$ cat config.mk
export PLATFORM = sky130hd
export DESIGN_NAME = fdsa_top
export DESIGN_NICKNAME = d
export VERILOG_FILES = /design/src/design/fdsa_pkg.sv /design/src/design/fdsa_top.sv
export SDC_FILE = /design/constraint.sdc
export NUM_CORES = 1
export LEC_CHECK = 0
export ABC_AREA = 1
export BUFFER_PORTS_ARGS = -buffer_cell sky130_fd_sc_hd__buf_2
export CAP_MARGIN = 10
export CORE_MARGIN = 5
export CORE_UTILIZATION = 55
export DETAILED_ROUTE_END_ITERATION = 12
export GPL_TIMING_DRIVEN = 0
export HOLD_SLACK_MARGIN = 0.1
export PLACE_DENSITY = 0.91
export SLEW_MARGIN = 10
export SYNTH_ARGS = -nofsm -noshare
export SYNTH_HDL_FRONTEND = slang
export SYNTH_SLANG_ARGS = --single-unit
$ cat constraint.sdc
create_clock -name mclk -period 6.9 [get_ports mclk]
set_input_delay 1.035 -clock mclk [delete_from_list [all_inputs] [get_ports mclk]]
set_output_delay 1.035 -clock mclk [all_outputs]
set_load 0.05 [all_outputs]
$ cat src/design/fdsa_pkg.sv
// package: constants for the fan drive status register bank and alarm handling
// Operation
// - input register 0 reads the firmware revision, five or greater
// - input register 1 reads a fixed driver identification code
// - register 2 holds speed reference: minimum at start, then ramps to target
// - register 3 reads measured speed, clamped to the maximum speed
// - register 9 reads bus voltage in 0.1 V, zero while driver off
// - fault class register holds 0 to 4, read with the detail code
// - register 17 holds the fault detail 0 to 255, read with the class
// - register 12 reads peak current in mA, clamped to maximum current
// - motor voltage register reads peak phase voltage, at most 2250
// - analog level register reads 0 to 100 tenths of a volt
// - above 75 degrees the drive derates until the temperature drops
// - if derating fails, stop and alarm; clear alarm below 75 degrees
// - register 31 reads absorbed power in W, clamped to maximum power
// - latching stop halts at once; restart on reset command or power cycle
// - self-recovering stop signals alarm, then restarts after a delay
// - every alarm shows in both fault registers, the led and the output
// - with no fault both fault registers read zero, no action taken
// - detail 0: class 1 memory, 2 short latch; class 3 sync recovers
// - communication timeout stops fan, detail 0xff, needs reset command
// - output in alarm mode is low normally, high while an alarm stands
package fdsa_pkg;
  // register indices
  localparam logic [15:0] IDX_FW      = 16'h0000;
  localparam logic [15:0] IDX_ID      = 16'h0001;
  localparam logic [15:0] IDX_SPD_REF = 16'h0002;
  localparam logic [15:0] IDX_SPEED   = 16'h0003;
  localparam logic [15:0] IDX_BUS_V   = 16'h0009;
  localparam logic [15:0] IDX_CLASS   = 16'h000a;
  localparam logic [15:0] IDX_CURRENT = 16'h000c;
  localparam logic [15:0] IDX_VOLTAGE = 16'h000d;
  localparam logic [15:0] IDX_ANALOG  = 16'h000e;
  localparam logic [15:0] IDX_TEMP    = 16'h000f;
  localparam logic [15:0] IDX_DETAIL  = 16'h0011;
  localparam logic [15:0] IDX_POWER   = 16'h001f;
  // fixed contents; the identity value is arbitrary
  localparam logic [15:0] FW_REVISION = 16'h0005;
  localparam logic [15:0] DRIVER_ID   = 16'h0a5c;
  // limits in register units
  localparam logic [15:0] VOLT_MAX    = 16'h08ca;
  localparam logic [15:0] ANALOG_MAX  = 16'h0064;
  localparam logic [15:0] TEMP_LIMIT  = 16'h02ee;
  // fault codes
  localparam logic [2:0]  CLS_NONE    = 3'h0;
  localparam logic [2:0]  CLS_MEM     = 3'h1;
  localparam logic [2:0]  CLS_SHORT   = 3'h2;
  localparam logic [2:0]  CLS_SYNC    = 3'h3;
  localparam logic [2:0]  CLS_EXT     = 3'h4;
  localparam logic [7:0]  DET_NONE    = 8'h00;
  localparam logic [7:0]  DET_OVT     = 8'h71;
  localparam logic [7:0]  DET_COMM    = 8'hff;
  localparam logic [1:0]  DOUT_ALARM  = 2'h1;
  // timing
  localparam int unsigned CLK_PERIOD_NS = 10;
  localparam int unsigned TICK_NS       = 1000000;
  localparam int unsigned TICK_CYC      = TICK_NS / CLK_PERIOD_NS;
  localparam logic [6:0]  SLOT_LAST     = 7'h63;
  localparam logic [3:0]  FRAME_LAST    = 4'h9;
  localparam logic [9:0]  SEC_LAST      = 10'h3e7;
  localparam int unsigned RESTART_MS    = 5000;
  localparam int unsigned DERATE_MS     = 30000;
  // alarm states
  typedef enum logic [1:0] {
    ST_RUN   = 2'b00,
    ST_LATCH = 2'b01,
    ST_RECOV = 2'b10,
    ST_HOT   = 2'b11
  } fdsa_state_e;
endpackage

$ cat src/design/fdsa_top.sv
// fan drive status register bank with alarm classification and signalling
`timescale 1ns/100ps
module fdsa_top #(
  parameter int unsigned TICK_CYC   = fdsa_pkg::TICK_CYC,
  parameter int unsigned RESTART_MS = fdsa_pkg::RESTART_MS,
  parameter int unsigned DERATE_MS  = fdsa_pkg::DERATE_MS
) (
  // clock and reset
  input  wire logic        mclk,
  input  wire logic        rst,
  // input register read port from the serial slave
  input  wire logic        rd_en,
  input  wire logic [15:0] rd_addr,
  output logic      [15:0] rd_data,
  output logic             rd_valid,
  output logic             rd_err,
  // configuration
  input  wire logic [15:0] min_speed,
  input  wire logic [15:0] max_speed,
  input  wire logic [15:0] target_speed,
  input  wire logic [15:0] max_current,
  input  wire logic [15:0] max_power,
  input  wire logic [15:0] comm_timeout_s,
  input  wire logic [1:0]  dout_mode,
  // measurements
  input  wire logic        driver_on,
  input  wire logic [15:0] speed_meas,
  input  wire logic [15:0] bus_voltage,
  input  wire logic [15:0] current_peak,
  input  wire logic [15:0] voltage_peak,
  input  wire logic [15:0] analog_in,
  input  wire logic [15:0] temperature,
  input  wire logic [15:0] power_meas,
  // fault sources and commands
  input  wire logic        fault_mem,
  input  wire logic        fault_short,
  input  wire logic        fault_sync,
  input  wire logic        reset_cmd,
  input  wire logic        bus_activity,
  // drive and alarm outputs
  output logic             fan_run,
  output logic             derate,
  output logic             led,
  output logic             dout,
  output logic      [2:0]  fault_class,
  output logic      [7:0]  fault_detail
);

  typedef struct packed {
    fdsa_pkg::fdsa_state_e st;
    logic [16:0] tick_cnt;
    logic        tick;
    logic [6:0]  slot_ms;
    logic [3:0]  slot;
    logic [9:0]  idle_ms;
    logic [15:0] idle_s;
    logic [15:0] wait_ms;
    logic [15:0] hot_ms;
    logic [2:0]  cls;
    logic [7:0]  det;
    logic [15:0] spd_ref;
    logic        fan_run;
    logic        derate;
    logic        led;
    logic        dout;
    logic [15:0] rd_data;
    logic        rd_valid;
    logic        rd_err;
  } fdsa_regs_s;

  localparam logic [16:0] TICK_LAST    = 17'(TICK_CYC - 1);
  localparam logic [15:0] RESTART_LAST = 16'(RESTART_MS - 1);
  localparam logic [15:0] DERATE_LAST  = 16'(DERATE_MS - 1);

  fdsa_regs_s s_reg;
  fdsa_regs_s s_next;
  logic       hot;
  logic       comm_lost;
  logic       latch_flt;
  logic [2:0] latch_cls;
  logic [7:0] latch_det;
  logic [15:0] tgt;

  function automatic logic [15:0] clamp(input logic [15:0] v, input logic [15:0] lim);
    clamp = (v > lim) ? lim : v;
  endfunction

  // blinks per one-second frame: one when healthy, up to four
  function automatic logic [2:0] blinks(input logic [2:0] c);
    blinks = (c >= fdsa_pkg::CLS_SYNC) ? 3'h4 : c + 3'h1;
  endfunction

  always_comb begin
    hot = temperature > fdsa_pkg::TEMP_LIMIT;
    comm_lost = (comm_timeout_s != 16'h0000) && (s_reg.idle_s >= comm_timeout_s);
    latch_flt = fault_mem | fault_short | comm_lost;
    // memory outranks short circuit outranks lost link
    if (fault_mem) begin
      latch_cls = fdsa_pkg::CLS_MEM;
      latch_det = fdsa_pkg::DET_NONE;
    end else if (fault_short) begin
      latch_cls = fdsa_pkg::CLS_SHORT;
      latch_det = fdsa_pkg::DET_NONE;
    end else begin
      latch_cls = fdsa_pkg::CLS_EXT;
      latch_det = fdsa_pkg::DET_COMM;
    end
    if (target_speed < min_speed) begin
      tgt = min_speed;
    end else begin
      tgt = clamp(target_speed, max_speed);
    end

    s_next = s_reg;
    s_next.tick = 1'b0;
    s_next.rd_valid = 1'b0;
    s_next.rd_err = 1'b0;

    // millisecond enable
    if (s_reg.tick_cnt == TICK_LAST) begin
      s_next.tick_cnt = 17'h00000;
      s_next.tick = 1'b1;
    end else begin
      s_next.tick_cnt = s_reg.tick_cnt + 17'h00001;
    end

    // led frame: ten slots of 100 ms
    if (s_reg.tick) begin
      if (s_reg.slot_ms == fdsa_pkg::SLOT_LAST) begin
        s_next.slot_ms = 7'h00;
        if (s_reg.slot == fdsa_pkg::FRAME_LAST) begin
          s_next.slot = 4'h0;
        end else begin
          s_next.slot = s_reg.slot + 4'h1;
        end
      end else begin
        s_next.slot_ms = s_reg.slot_ms + 7'h01;
      end
    end

    // idle time on the link; a reset command is traffic too
    if (bus_activity || reset_cmd) begin
      s_next.idle_ms = 10'h000;
      s_next.idle_s = 16'h0000;
    end else if (s_reg.tick && s_reg.idle_s != 16'hffff) begin
      if (s_reg.idle_ms == fdsa_pkg::SEC_LAST) begin
        s_next.idle_ms = 10'h000;
        s_next.idle_s = s_reg.idle_s + 16'h0001;
      end else begin
        s_next.idle_ms = s_reg.idle_ms + 10'h001;
      end
    end

    // time spent derating without relief
    s_next.derate = hot;
    if (!hot) begin
      s_next.hot_ms = 16'h0000;
    end else if (s_reg.tick && s_reg.hot_ms != DERATE_LAST) begin
      s_next.hot_ms = s_reg.hot_ms + 16'h0001;
    end

    case (s_reg.st)
      fdsa_pkg::ST_RUN: begin
        if (latch_flt) begin
          s_next.st = fdsa_pkg::ST_LATCH;
          s_next.cls = latch_cls;
          s_next.det = latch_det;
        end else if (fault_sync) begin
          s_next.st = fdsa_pkg::ST_RECOV;
          s_next.cls = fdsa_pkg::CLS_SYNC;
          s_next.det = fdsa_pkg::DET_NONE;
          s_next.wait_ms = 16'h0000;
        end else if (hot && s_reg.hot_ms == DERATE_LAST) begin
          s_next.st = fdsa_pkg::ST_HOT;
          s_next.cls = fdsa_pkg::CLS_EXT;
          s_next.det = fdsa_pkg::DET_OVT;
        end else begin
          s_next.cls = fdsa_pkg::CLS_NONE;
          s_next.det = fdsa_pkg::DET_NONE;
        end
      end
      fdsa_pkg::ST_LATCH: begin
        // a memory or short fault still present in the reset cycle keeps the latch
        if (reset_cmd && !fault_mem && !fault_short) begin
          s_next.st = fdsa_pkg::ST_RUN;
          s_next.cls = fdsa_pkg::CLS_NONE;
          s_next.det = fdsa_pkg::DET_NONE;
        end
      end
      fdsa_pkg::ST_RECOV: begin
        if (latch_flt) begin
          s_next.st = fdsa_pkg::ST_LATCH;
          s_next.cls = latch_cls;
          s_next.det = latch_det;
        end else if (s_reg.tick) begin
          if (s_reg.wait_ms == RESTART_LAST) begin
            s_next.st = fdsa_pkg::ST_RUN;
            s_next.cls = fdsa_pkg::CLS_NONE;
          end else begin
            s_next.wait_ms = s_reg.wait_ms + 16'h0001;
          end
        end
      end
      fdsa_pkg::ST_HOT: begin
        if (latch_flt) begin
          s_next.st = fdsa_pkg::ST_LATCH;
          s_next.cls = latch_cls;
          s_next.det = latch_det;
        end else if (temperature < fdsa_pkg::TEMP_LIMIT) begin
          s_next.st = fdsa_pkg::ST_RUN;
          s_next.cls = fdsa_pkg::CLS_NONE;
          s_next.det = fdsa_pkg::DET_NONE;
        end
      end
      default: begin
        s_next.st = fdsa_pkg::ST_RUN;
      end
    endcase

    s_next.fan_run = (s_next.st == fdsa_pkg::ST_RUN);

    // reference restarts at minimum, then moves 1 rpm per ms
    // the start cycle reloads too, else the ramp would begin from the reset value
    if (!s_next.fan_run || !s_reg.fan_run) begin
      s_next.spd_ref = min_speed;
    end else if (s_reg.tick) begin
      if (s_reg.spd_ref < tgt) begin
        s_next.spd_ref = s_reg.spd_ref + 16'h0001;
      end else if (s_reg.spd_ref > tgt) begin
        s_next.spd_ref = s_reg.spd_ref - 16'h0001;
      end
    end

    // alarm visibility on led and digital output
    s_next.led = !s_reg.slot[0] && (s_reg.slot[3:1] < blinks(s_next.cls));
    s_next.dout = (dout_mode == fdsa_pkg::DOUT_ALARM) && (s_next.cls != 3'h0);

    // read-only input registers; writes do not exist on this port
    if (rd_en) begin
      s_next.rd_valid = 1'b1;
      case (rd_addr)
        fdsa_pkg::IDX_FW:      s_next.rd_data = fdsa_pkg::FW_REVISION;
        fdsa_pkg::IDX_ID:      s_next.rd_data = fdsa_pkg::DRIVER_ID;
        fdsa_pkg::IDX_SPD_REF: s_next.rd_data = s_reg.spd_ref;
        fdsa_pkg::IDX_SPEED:   s_next.rd_data = clamp(speed_meas, max_speed);
        fdsa_pkg::IDX_BUS_V:   s_next.rd_data = driver_on ? bus_voltage : 16'h0000;
        fdsa_pkg::IDX_CLASS:   s_next.rd_data = {13'h0000, s_reg.cls};
        fdsa_pkg::IDX_CURRENT: s_next.rd_data = clamp(current_peak, max_current);
        fdsa_pkg::IDX_VOLTAGE: s_next.rd_data = clamp(voltage_peak, fdsa_pkg::VOLT_MAX);
        fdsa_pkg::IDX_ANALOG:  s_next.rd_data = clamp(analog_in, fdsa_pkg::ANALOG_MAX);
        fdsa_pkg::IDX_TEMP:    s_next.rd_data = temperature;
        fdsa_pkg::IDX_DETAIL:  s_next.rd_data = {8'h00, s_reg.det};
        fdsa_pkg::IDX_POWER:   s_next.rd_data = clamp(power_meas, max_power);
        default: begin
          s_next.rd_data = 16'h0000;
          s_next.rd_err = 1'b1;
        end
      endcase
    end
  end

  // reset stands for a power cycle, so it also drops any latched stop
  always_ff @(posedge mclk) begin
    if (rst) begin
      s_reg <= '0;
    end else begin
      s_reg <= s_next;
    end
  end

  assign rd_data      = s_reg.rd_data;
  assign rd_valid     = s_reg.rd_valid;
  assign rd_err       = s_reg.rd_err;
  assign fan_run      = s_reg.fan_run;
  assign derate       = s_reg.derate;
  assign led          = s_reg.led;
  assign dout         = s_reg.dout;
  assign fault_class  = s_reg.cls;
  assign fault_detail = s_reg.det;

  a_fw_read: assert property (@(posedge mclk) disable iff (rst)
    rd_en && rd_addr == fdsa_pkg::IDX_FW |=> rd_valid && rd_data == fdsa_pkg::FW_REVISION)
    else $error("firmware revision read wrong");

  a_id_read: assert property (@(posedge mclk) disable iff (rst)
    rd_en && rd_addr == fdsa_pkg::IDX_ID |=> rd_data == fdsa_pkg::DRIVER_ID && !rd_err)
    else $error("identity read wrong");

  a_ref_stopped: assert property (@(posedge mclk) disable iff (rst)
    !$past(rst) && !fan_run |-> s_reg.spd_ref == $past(min_speed))
    else $error("speed reference not at minimum while stopped");

  a_speed_bound: assert property (@(posedge mclk) disable iff (rst)
    rd_en && rd_addr == fdsa_pkg::IDX_SPEED |=> rd_data <= $past(max_speed))
    else $error("measured speed above maximum");

  a_bus_off: assert property (@(posedge mclk) disable iff (rst)
    rd_en && rd_addr == fdsa_pkg::IDX_BUS_V && !driver_on |=> rd_data == 16'h0000)
    else $error("bus voltage not zero with driver off");

  a_class_range: assert property (@(posedge mclk) disable iff (rst)
    fault_class <= fdsa_pkg::CLS_EXT && (fault_class == 3'h0 || !fan_run))
    else $error("fault class out of range");

  a_volt_limit: assert property (@(posedge mclk) disable iff (rst)
    rd_en && rd_addr == fdsa_pkg::IDX_VOLTAGE |=> rd_data <= fdsa_pkg::VOLT_MAX)
    else $error("motor voltage above limit");

  a_hot_derate: assert property (@(posedge mclk) disable iff (rst)
    temperature > fdsa_pkg::TEMP_LIMIT |=> derate)
    else $error("no derating above limit");

  a_latch_stop: assert property (@(posedge mclk) disable iff (rst)
    (fault_mem || fault_short) |=> !fan_run ##1 (!fan_run || $past(reset_cmd)))
    else $error("latching fault did not halt fan");

  a_comm_code: assert property (@(posedge mclk) disable iff (rst)
    s_reg.st == fdsa_pkg::ST_RUN && comm_lost && !fault_mem && !fault_short
    |=> fault_detail == fdsa_pkg::DET_COMM && fault_class == fdsa_pkg::CLS_EXT)
    else $error("communication loss not reported");

  a_dout_alarm: assert property (@(posedge mclk) disable iff (rst)
    !$past(rst) |-> dout == ($past(dout_mode) == fdsa_pkg::DOUT_ALARM && fault_class != 3'h0))
    else $error("digital output does not follow alarm");

  a_ref_start: assert property (@(posedge mclk) disable iff (rst)
    $rose(fan_run) |-> s_reg.spd_ref == $past(min_speed))
    else $error("speed reference not at minimum on start");

  a_class_read: assert property (@(posedge mclk) disable iff (rst)
    rd_en && rd_addr == fdsa_pkg::IDX_CLASS |=> rd_data == {13'h0000, $past(fault_class)})
    else $error("fault class read wrong");

  a_detail_read: assert property (@(posedge mclk) disable iff (rst)
    rd_en && rd_addr == fdsa_pkg::IDX_DETAIL |=> rd_data == {8'h00, $past(fault_detail)})
    else $error("fault detail read wrong");

  a_current_bound: assert property (@(posedge mclk) disable iff (rst)
    rd_en && rd_addr == fdsa_pkg::IDX_CURRENT |=> rd_data <= $past(max_current))
    else $error("motor current above maximum");

  a_analog_limit: assert property (@(posedge mclk) disable iff (rst)
    rd_en && rd_addr == fdsa_pkg::IDX_ANALOG |=> rd_data <= fdsa_pkg::ANALOG_MAX)
    else $error("analog level above limit");

  a_power_bound: assert property (@(posedge mclk) disable iff (rst)
    rd_en && rd_addr == fdsa_pkg::IDX_POWER |=> rd_data <= $past(max_power))
    else $error("absorbed power above maximum");

  a_hot_stop: assert property (@(posedge mclk) disable iff (rst)
    s_reg.st == fdsa_pkg::ST_HOT |-> !fan_run && fault_detail == fdsa_pkg::DET_OVT)
    else $error("overtemperature stop not reported");

  a_hot_clear: assert property (@(posedge mclk) disable iff (rst)
    s_reg.st == fdsa_pkg::ST_HOT && !latch_flt && temperature < fdsa_pkg::TEMP_LIMIT
    |=> fault_class == fdsa_pkg::CLS_NONE && fan_run)
    else $error("overtemperature alarm not cleared");

  a_recov_stop: assert property (@(posedge mclk) disable iff (rst)
    s_reg.st == fdsa_pkg::ST_RECOV |-> !fan_run && fault_class == fdsa_pkg::CLS_SYNC)
    else $error("self-recovering stop not shown");

  a_no_fault: assert property (@(posedge mclk) disable iff (rst)
    fan_run |-> fault_class == fdsa_pkg::CLS_NONE && fault_detail == fdsa_pkg::DET_NONE)
    else $error("fault code while running");

  a_sync_class: assert property (@(posedge mclk) disable iff (rst)
    s_reg.st == fdsa_pkg::ST_RUN && fault_sync && !latch_flt
    |=> fault_class == fdsa_pkg::CLS_SYNC && !fan_run)
    else $error("synchronism loss not classified");

  a_short_class: assert property (@(posedge mclk) disable iff (rst)
    fault_short && !fault_mem && s_reg.st != fdsa_pkg::ST_LATCH
    |=> fault_class == fdsa_pkg::CLS_SHORT)
    else $error("short circuit not classified");

  a_err_data: assert property (@(posedge mclk) disable iff (rst)
    rd_err |-> rd_valid && rd_data == 16'h0000)
    else $error("unmapped read not answered with zero");

  a_valid_pulse: assert property (@(posedge mclk) disable iff (rst)
    !$past(rst) |-> rd_valid == $past(rd_en))
    else $error("read answer not one cycle after request");

endmodule
After elaboration in Yosys (flattened, before gate mapping)
Index checks and enable logic that the tools add are counted.
{"block": "word_totals", "reg_bits": 138, "output_inout_bits": 33, "input_bits": 235}
{"block": "op_classes", "reduce_logical": 33, "n_addsub": 10, "bitwise": 4, "mux": 51, "magnitude_cmp": 14, "n_eq_ne": 31}
{"op": "16-bit 2-to-1 mux", "count": 17}
{"op": "16-bit case mux with 12 select lines", "count": 1}
{"op": "16-bit by 4-bit equality test with 1-bit output (second input constant)", "count": 6}
{"op": "16-bit > comparator", "count": 5}
{"op": "11-bit 2-to-1 mux", "count": 6}
{"op": "16-bit by 1-bit adder with 16-bit output (second input constant)", "count": 4}
{"op": "11-bit case mux with 4 select lines", "count": 1}
{"op": "16-bit by 2-bit equality test with 1-bit output (second input constant)", "count": 2}
{"op": "16-bit by 5-bit equality test with 1-bit output (second input constant)", "count": 2}
{"op": "16-bit less-than comparator", "count": 2}
{"op": "16-bit case mux with 2 select lines", "count": 1}
{"op": "8-bit 2-to-1 mux", "count": 3}
{"op": "2-bit 2-to-1 mux", "count": 10}
{"op": "3-bit 2-to-1 mux", "count": 6}
{"op": "17-bit by 1-bit adder with 17-bit output (second input constant)", "count": 1}
{"op": "17-bit equality test (second input constant)", "count": 1}
{"op": "16-bit by 1-bit equality test with 1-bit output (second input constant)", "count": 1}
{"op": "16-bit by 13-bit equality test with 1-bit output (second input constant)", "count": 1}
{"op": "16-bit by 15-bit equality test with 1-bit output (second input constant)", "count": 1}
{"op": "16-bit greater-or-equal comparator", "count": 1}
{"op": "16-bit by 10-bit > comparator with 1-bit output (second input constant)", "count": 1}
{"op": "16-bit by 12-bit > comparator with 1-bit output (second input constant)", "count": 1}
{"op": "16-bit by 7-bit > comparator with 1-bit output (second input constant)", "count": 1}
{"op": "16-bit zero test", "count": 1}
{"op": "36 further kinds", "count": 67}

Longest topological paths before layout
{"block": "logic_depth", "ltp_word": 11, "ltp_mapped": 36}

Worst setup path before layout
Ideal clock, no wire load.
{"block": "synth_timing", "kind": "input port to flip-flop", "start": "in min_speed[1]", "end": "reg s_reg[34] in the netlist's numbering", "slack_ns": 1.593, "path_stages": 31, "arrival_ns": 5.198, "cell_sequence": "inv_1 > ha_1 > a21boi_0 > o211ai_1 > nand2_1 > nand4_1 > o211ai_1 > a21oi_1 > nor2_1 > nor2_1 > clkbuf_1 > nand2_1 > o21ai_0 > ha_1 > a21oi_1 > nor2_1 > nor3b_1 > o21ai_0 > nand2_1 > nand2_1 > ha_1 > a21o_1 > a31oi_1 > nand2_1 > a21boi_0 > o21ai_0 > xor2_1 > nand4_1 > nand3_1 > nand2_1 > inv_1"}
{"block": "synth_between", "elab_chain_cells": 6, "word_cells_on_any_way": 9}
{"element": "start: declaration", "line": "fdsa_top.sv:18", "source": "input wire logic [15:0] min_speed,"}
{"element": "16-bit less-than comparator", "line": "fdsa_top.sv:108", "source": "if (target_speed < min_speed) begin"}
{"element": "16-bit 2-to-1 mux *", "line": "fdsa_top.sv:108"}
{"element": "16-bit less-than comparator", "line": "fdsa_top.sv:227", "source": "if (s_reg.spd_ref < tgt) begin"}
{"element": "16-bit 2-to-1 mux", "line": "fdsa_top.sv:227"}
{"element": "16-bit 2-to-1 mux", "line": "fdsa_top.sv:226", "source": "end else if (s_reg.tick) begin"}
{"element": "16-bit 2-to-1 mux", "line": "fdsa_top.sv:224", "source": "if (!s_next.fan_run || !s_reg.fan_run) begin"}
{"element": "end signal: assignment", "line": "fdsa_top.sv:267", "source": "s_reg <= s_next;"}
{"element": "end: declaration", "line": "fdsa_top.sv:75", "source": "fdsa_regs_s s_reg;"}
Mark *: on every way between the ends. The rest lies on a longest branch, timed or not. The select of a mux whose other input is x is not followed.
A chain may end at the register's enable or synchronous reset.

Worst setup path in the final report
Same ends and word-level chain as after synthesis.

==> flow_metrics.tcl <==
set metrics [dict create \
    grt_usage_pct 30.9 \
    slew_headroom_pct 56.4 \
    cp.arrival_ns 6.31 \
    die_x_um 161 \
    hold_viol 0 \
    start_util_pct 55.7 \
    drive_gt1_share_pct 18.7 \
    power_leakage_nw 7.50 \
    r2r_end "s_reg[34]" \
    hold_slack_ns 0.458 \
    grt_pass1_wl_um 66600 \
    clock_latency_ns 0.43 \
    antenna_found_initial 6 \
    design.core.area_sq_um 22600 \
    synth_edf_count 0 \
    critPathMaxStageDelay_ns 0.56 \
    rsz0062_at_grt "false" \
    maxCapViolCount 0 \
    drc_errors 0 \
    cts_buffers 17 \
    min_path_type "flop to flop" \
    cts_tree "done" \
    use_met2_pct 54.8 \
    dp_hpwl_um 34200 \
    p_switching_uw 823 \
    r2r-start "s_reg[31]" \
    final.min_clock_period_ns 5.98 \
    p_int_mw 1.68 \
    crit_fanout 17 \
    required_ns 7.23 \
    avgSynthCellArea_sq_um 6.30 \
    grt_max_degree 18 \
    synth.top_cells.by_area "dfxtp_1 (21%), ha_1 (14%), nand2_1 (12%)" \
    routedWlPerCell_um 16.0 \
    status "complete, no violations" \
    synth_cell_types 58 \
    end_kind "flop" \
    routed_wl_um 41500 \
    finalSetupViolCount 0 \
    placed_area_sq_um 14300 \
    synthArstFlopShare_pct 0 \
    setup_tns_ns 0 \
    syn_nets 2370 \
    syn2layout_area_growth_pct 18.6 \
    drv_slew 0 \
    fin_worst_skew_ns 0.00942 \
    io_pins 268 \
    vias 14500 \
    fin_nets 2654 \
    power_density_nw_per_um2 168 \
    final_area_sq_um 14900 \
    rrSetupSlack_ns 3.18 \
    drtIter0Drc 1174 \
    ir_drop_mv 0.187 \
    synth_top_cell_by_area "dfxtp_1" \
    largest_reg_flops 105 \
    hp-start "s_reg[119]" \
    grt_pass1_vias 14100 \
    rows 55 \
    ys_top_cells_by_count "nand2_1 (405), inv_1 (314), nand3_1 (182), nor2_1 (175), a21oi_1 (145)" \
    ys_seq_area_share_pct 21.0 \
    yosys_most_used_dff "dfxtp_1" \
    place_congestion 0.996 \
    synth_seq_cells 132 \
    cpMaxStageDelayCell "ha_1" \
    die_area_sq_um 26000 \
    clk_pin_slew_ns 0.06 \
    worst_slew_pin_slew_ns 0.652 \
    pwr-share-clk_pct 40.4 \
    yosysMostFrequentCell "nand2_1" \
    dr.pass1.iters 5 \
    numPortBuffers 265 \
    fmax_ghz 0.167 \
    postCtsSetupRepairBufs 0 \
    min_to "s_reg[119]" \
    worstSetupPathType "input port to flop" \
    seq_power_share_pct 32.2 \
    ctsResizeCount 0 \
    synth_warnings 0 \
    overflow 0 \
    synth_top_area_share_pct 21.0 \
    grt_util_met1_pct 35.8 \
    use_met3_pct 6.35 \
    h-tree-depth 4 \
    worst-r2r-cell-count 18 \
    fin_total_pwr_mw 2.50 \
    swShare_pct 32.9 \
    post-route-util_pct 66.1 \
    cts.sinks 132 \
    vias_per_cell 5.61 \
    cp-start-kind "input port" \
    clock_path_buffers 2 \
    hold_depth 1 \
    fin_crit_sh_pct 86.7 \
    ant_nets 0 \
    netlist_area_sq_um 12600 \
    cts_hold_buf 0 \
    synthCells 1998 \
    power_frac_comb_pct 27.3 \
    clockRootBuffer "clkbuf_16" \
    die_height_um 161 \
    cp_common_cell "nand2_1" \
    grt.busiest_layer "met2" \
]
==> worst max-delay path by stage <==
stage	startpoint	to	slack, ns	cells past startpoint
2_1_floorplan	min_speed[1]	s_reg[34]	1.59	31
3_3_place_gp	min_speed[1]	s_reg[34]	0.68	32
3_5_place_dp	min_speed[1]	s_reg[34]	0.60	33
4_1_cts	min_speed[1]	s_reg[34]	1.03	33
5_1_grt	min_speed[1]	s_reg[37]	0.36	34
6_report	min_speed[1]	s_reg[34]	0.92	32
==> power by group through the flow <==
stage | logic (mW) | clock network [mW] | registers (mW)
finish | 0.683 | 1.01 | 0.806
global route | 0.763 | 1.05 | 0.808
CTS | 0.674 | 1.01 | 0.805
detailed placement | 0.670 | 0 | 0.822
global placement | 0.649 | 0 | 0.821
floorplan | 0.447 | 0 | 0.824
==> cells in the final DEF, fill, tap and decap left out, types with 17 or more instances in the layout <==
master	n
clkbuf_1	20
nor3_1	62
a21oi_1	145
inv_1	314
nand2_1	405
xor2_1	23
ha_1	136
o21ai_0	99
buf_4	29
dfxtp_1	132
clkbuf_16	17
inv_2	19
buf_2	278
nand3_1	182
nand4_1	66
nor2_1	175
==> area by class of cell <==
| class | count | area [sq um] |
|---|---|---|
| Multi-Input combinational cell | 1455 | 8200 |
| Clock inverter | 13 | 205 |
| Fill cell | 2018 | 7650 |
| Clock buffer | 19 | 443 |
| Buffer | 72 | 454 |
| Tap cell | 285 | 357 |
| Timing Repair Buffer | 265 | 1330 |
| Antenna cell | 5 | 12.5 |
| Inverter | 339 | 1280 |
| Sequential cell | 132 | 2640 |
==> stage by stage <==
step	cells	worst slack, ns
5_1_grt	2583	0.362
6_report	2585	0.915
4_1_cts	2580	1.03
3_3_place_gp	2548	0.684
2_1_floorplan	1998	1.59
3_5_place_dp	2548	0.599
==> cell families after synthesis <==
family | Yosys count | share of synthesized area [%]
simple gates | 978 | 36.2
buf+inv | 411 | 13.8
compound gates | 313 | 13.4
fa+ha+maj | 137 | 13.7
flops | 132 | 21.0
xor+xnor | 27 | 1.88
==> critical path, delay by kind of cell <==
family	cells	cell delay [ns]
simple gates	13	1.62
compound gates	11	1.73
xor+xnor	1	0.16
buf+inv	4	0.65
fa+ha+maj	3	1.11
==> metal layers <==
layer,wire length (um),vias to the layer above
met4,2030,6
li1,-,7186
met3,3130,153
met5,39,-
met2,19900,642
met1,16300,6527
No activity file was read; power rests on OpenSTA's default activity.
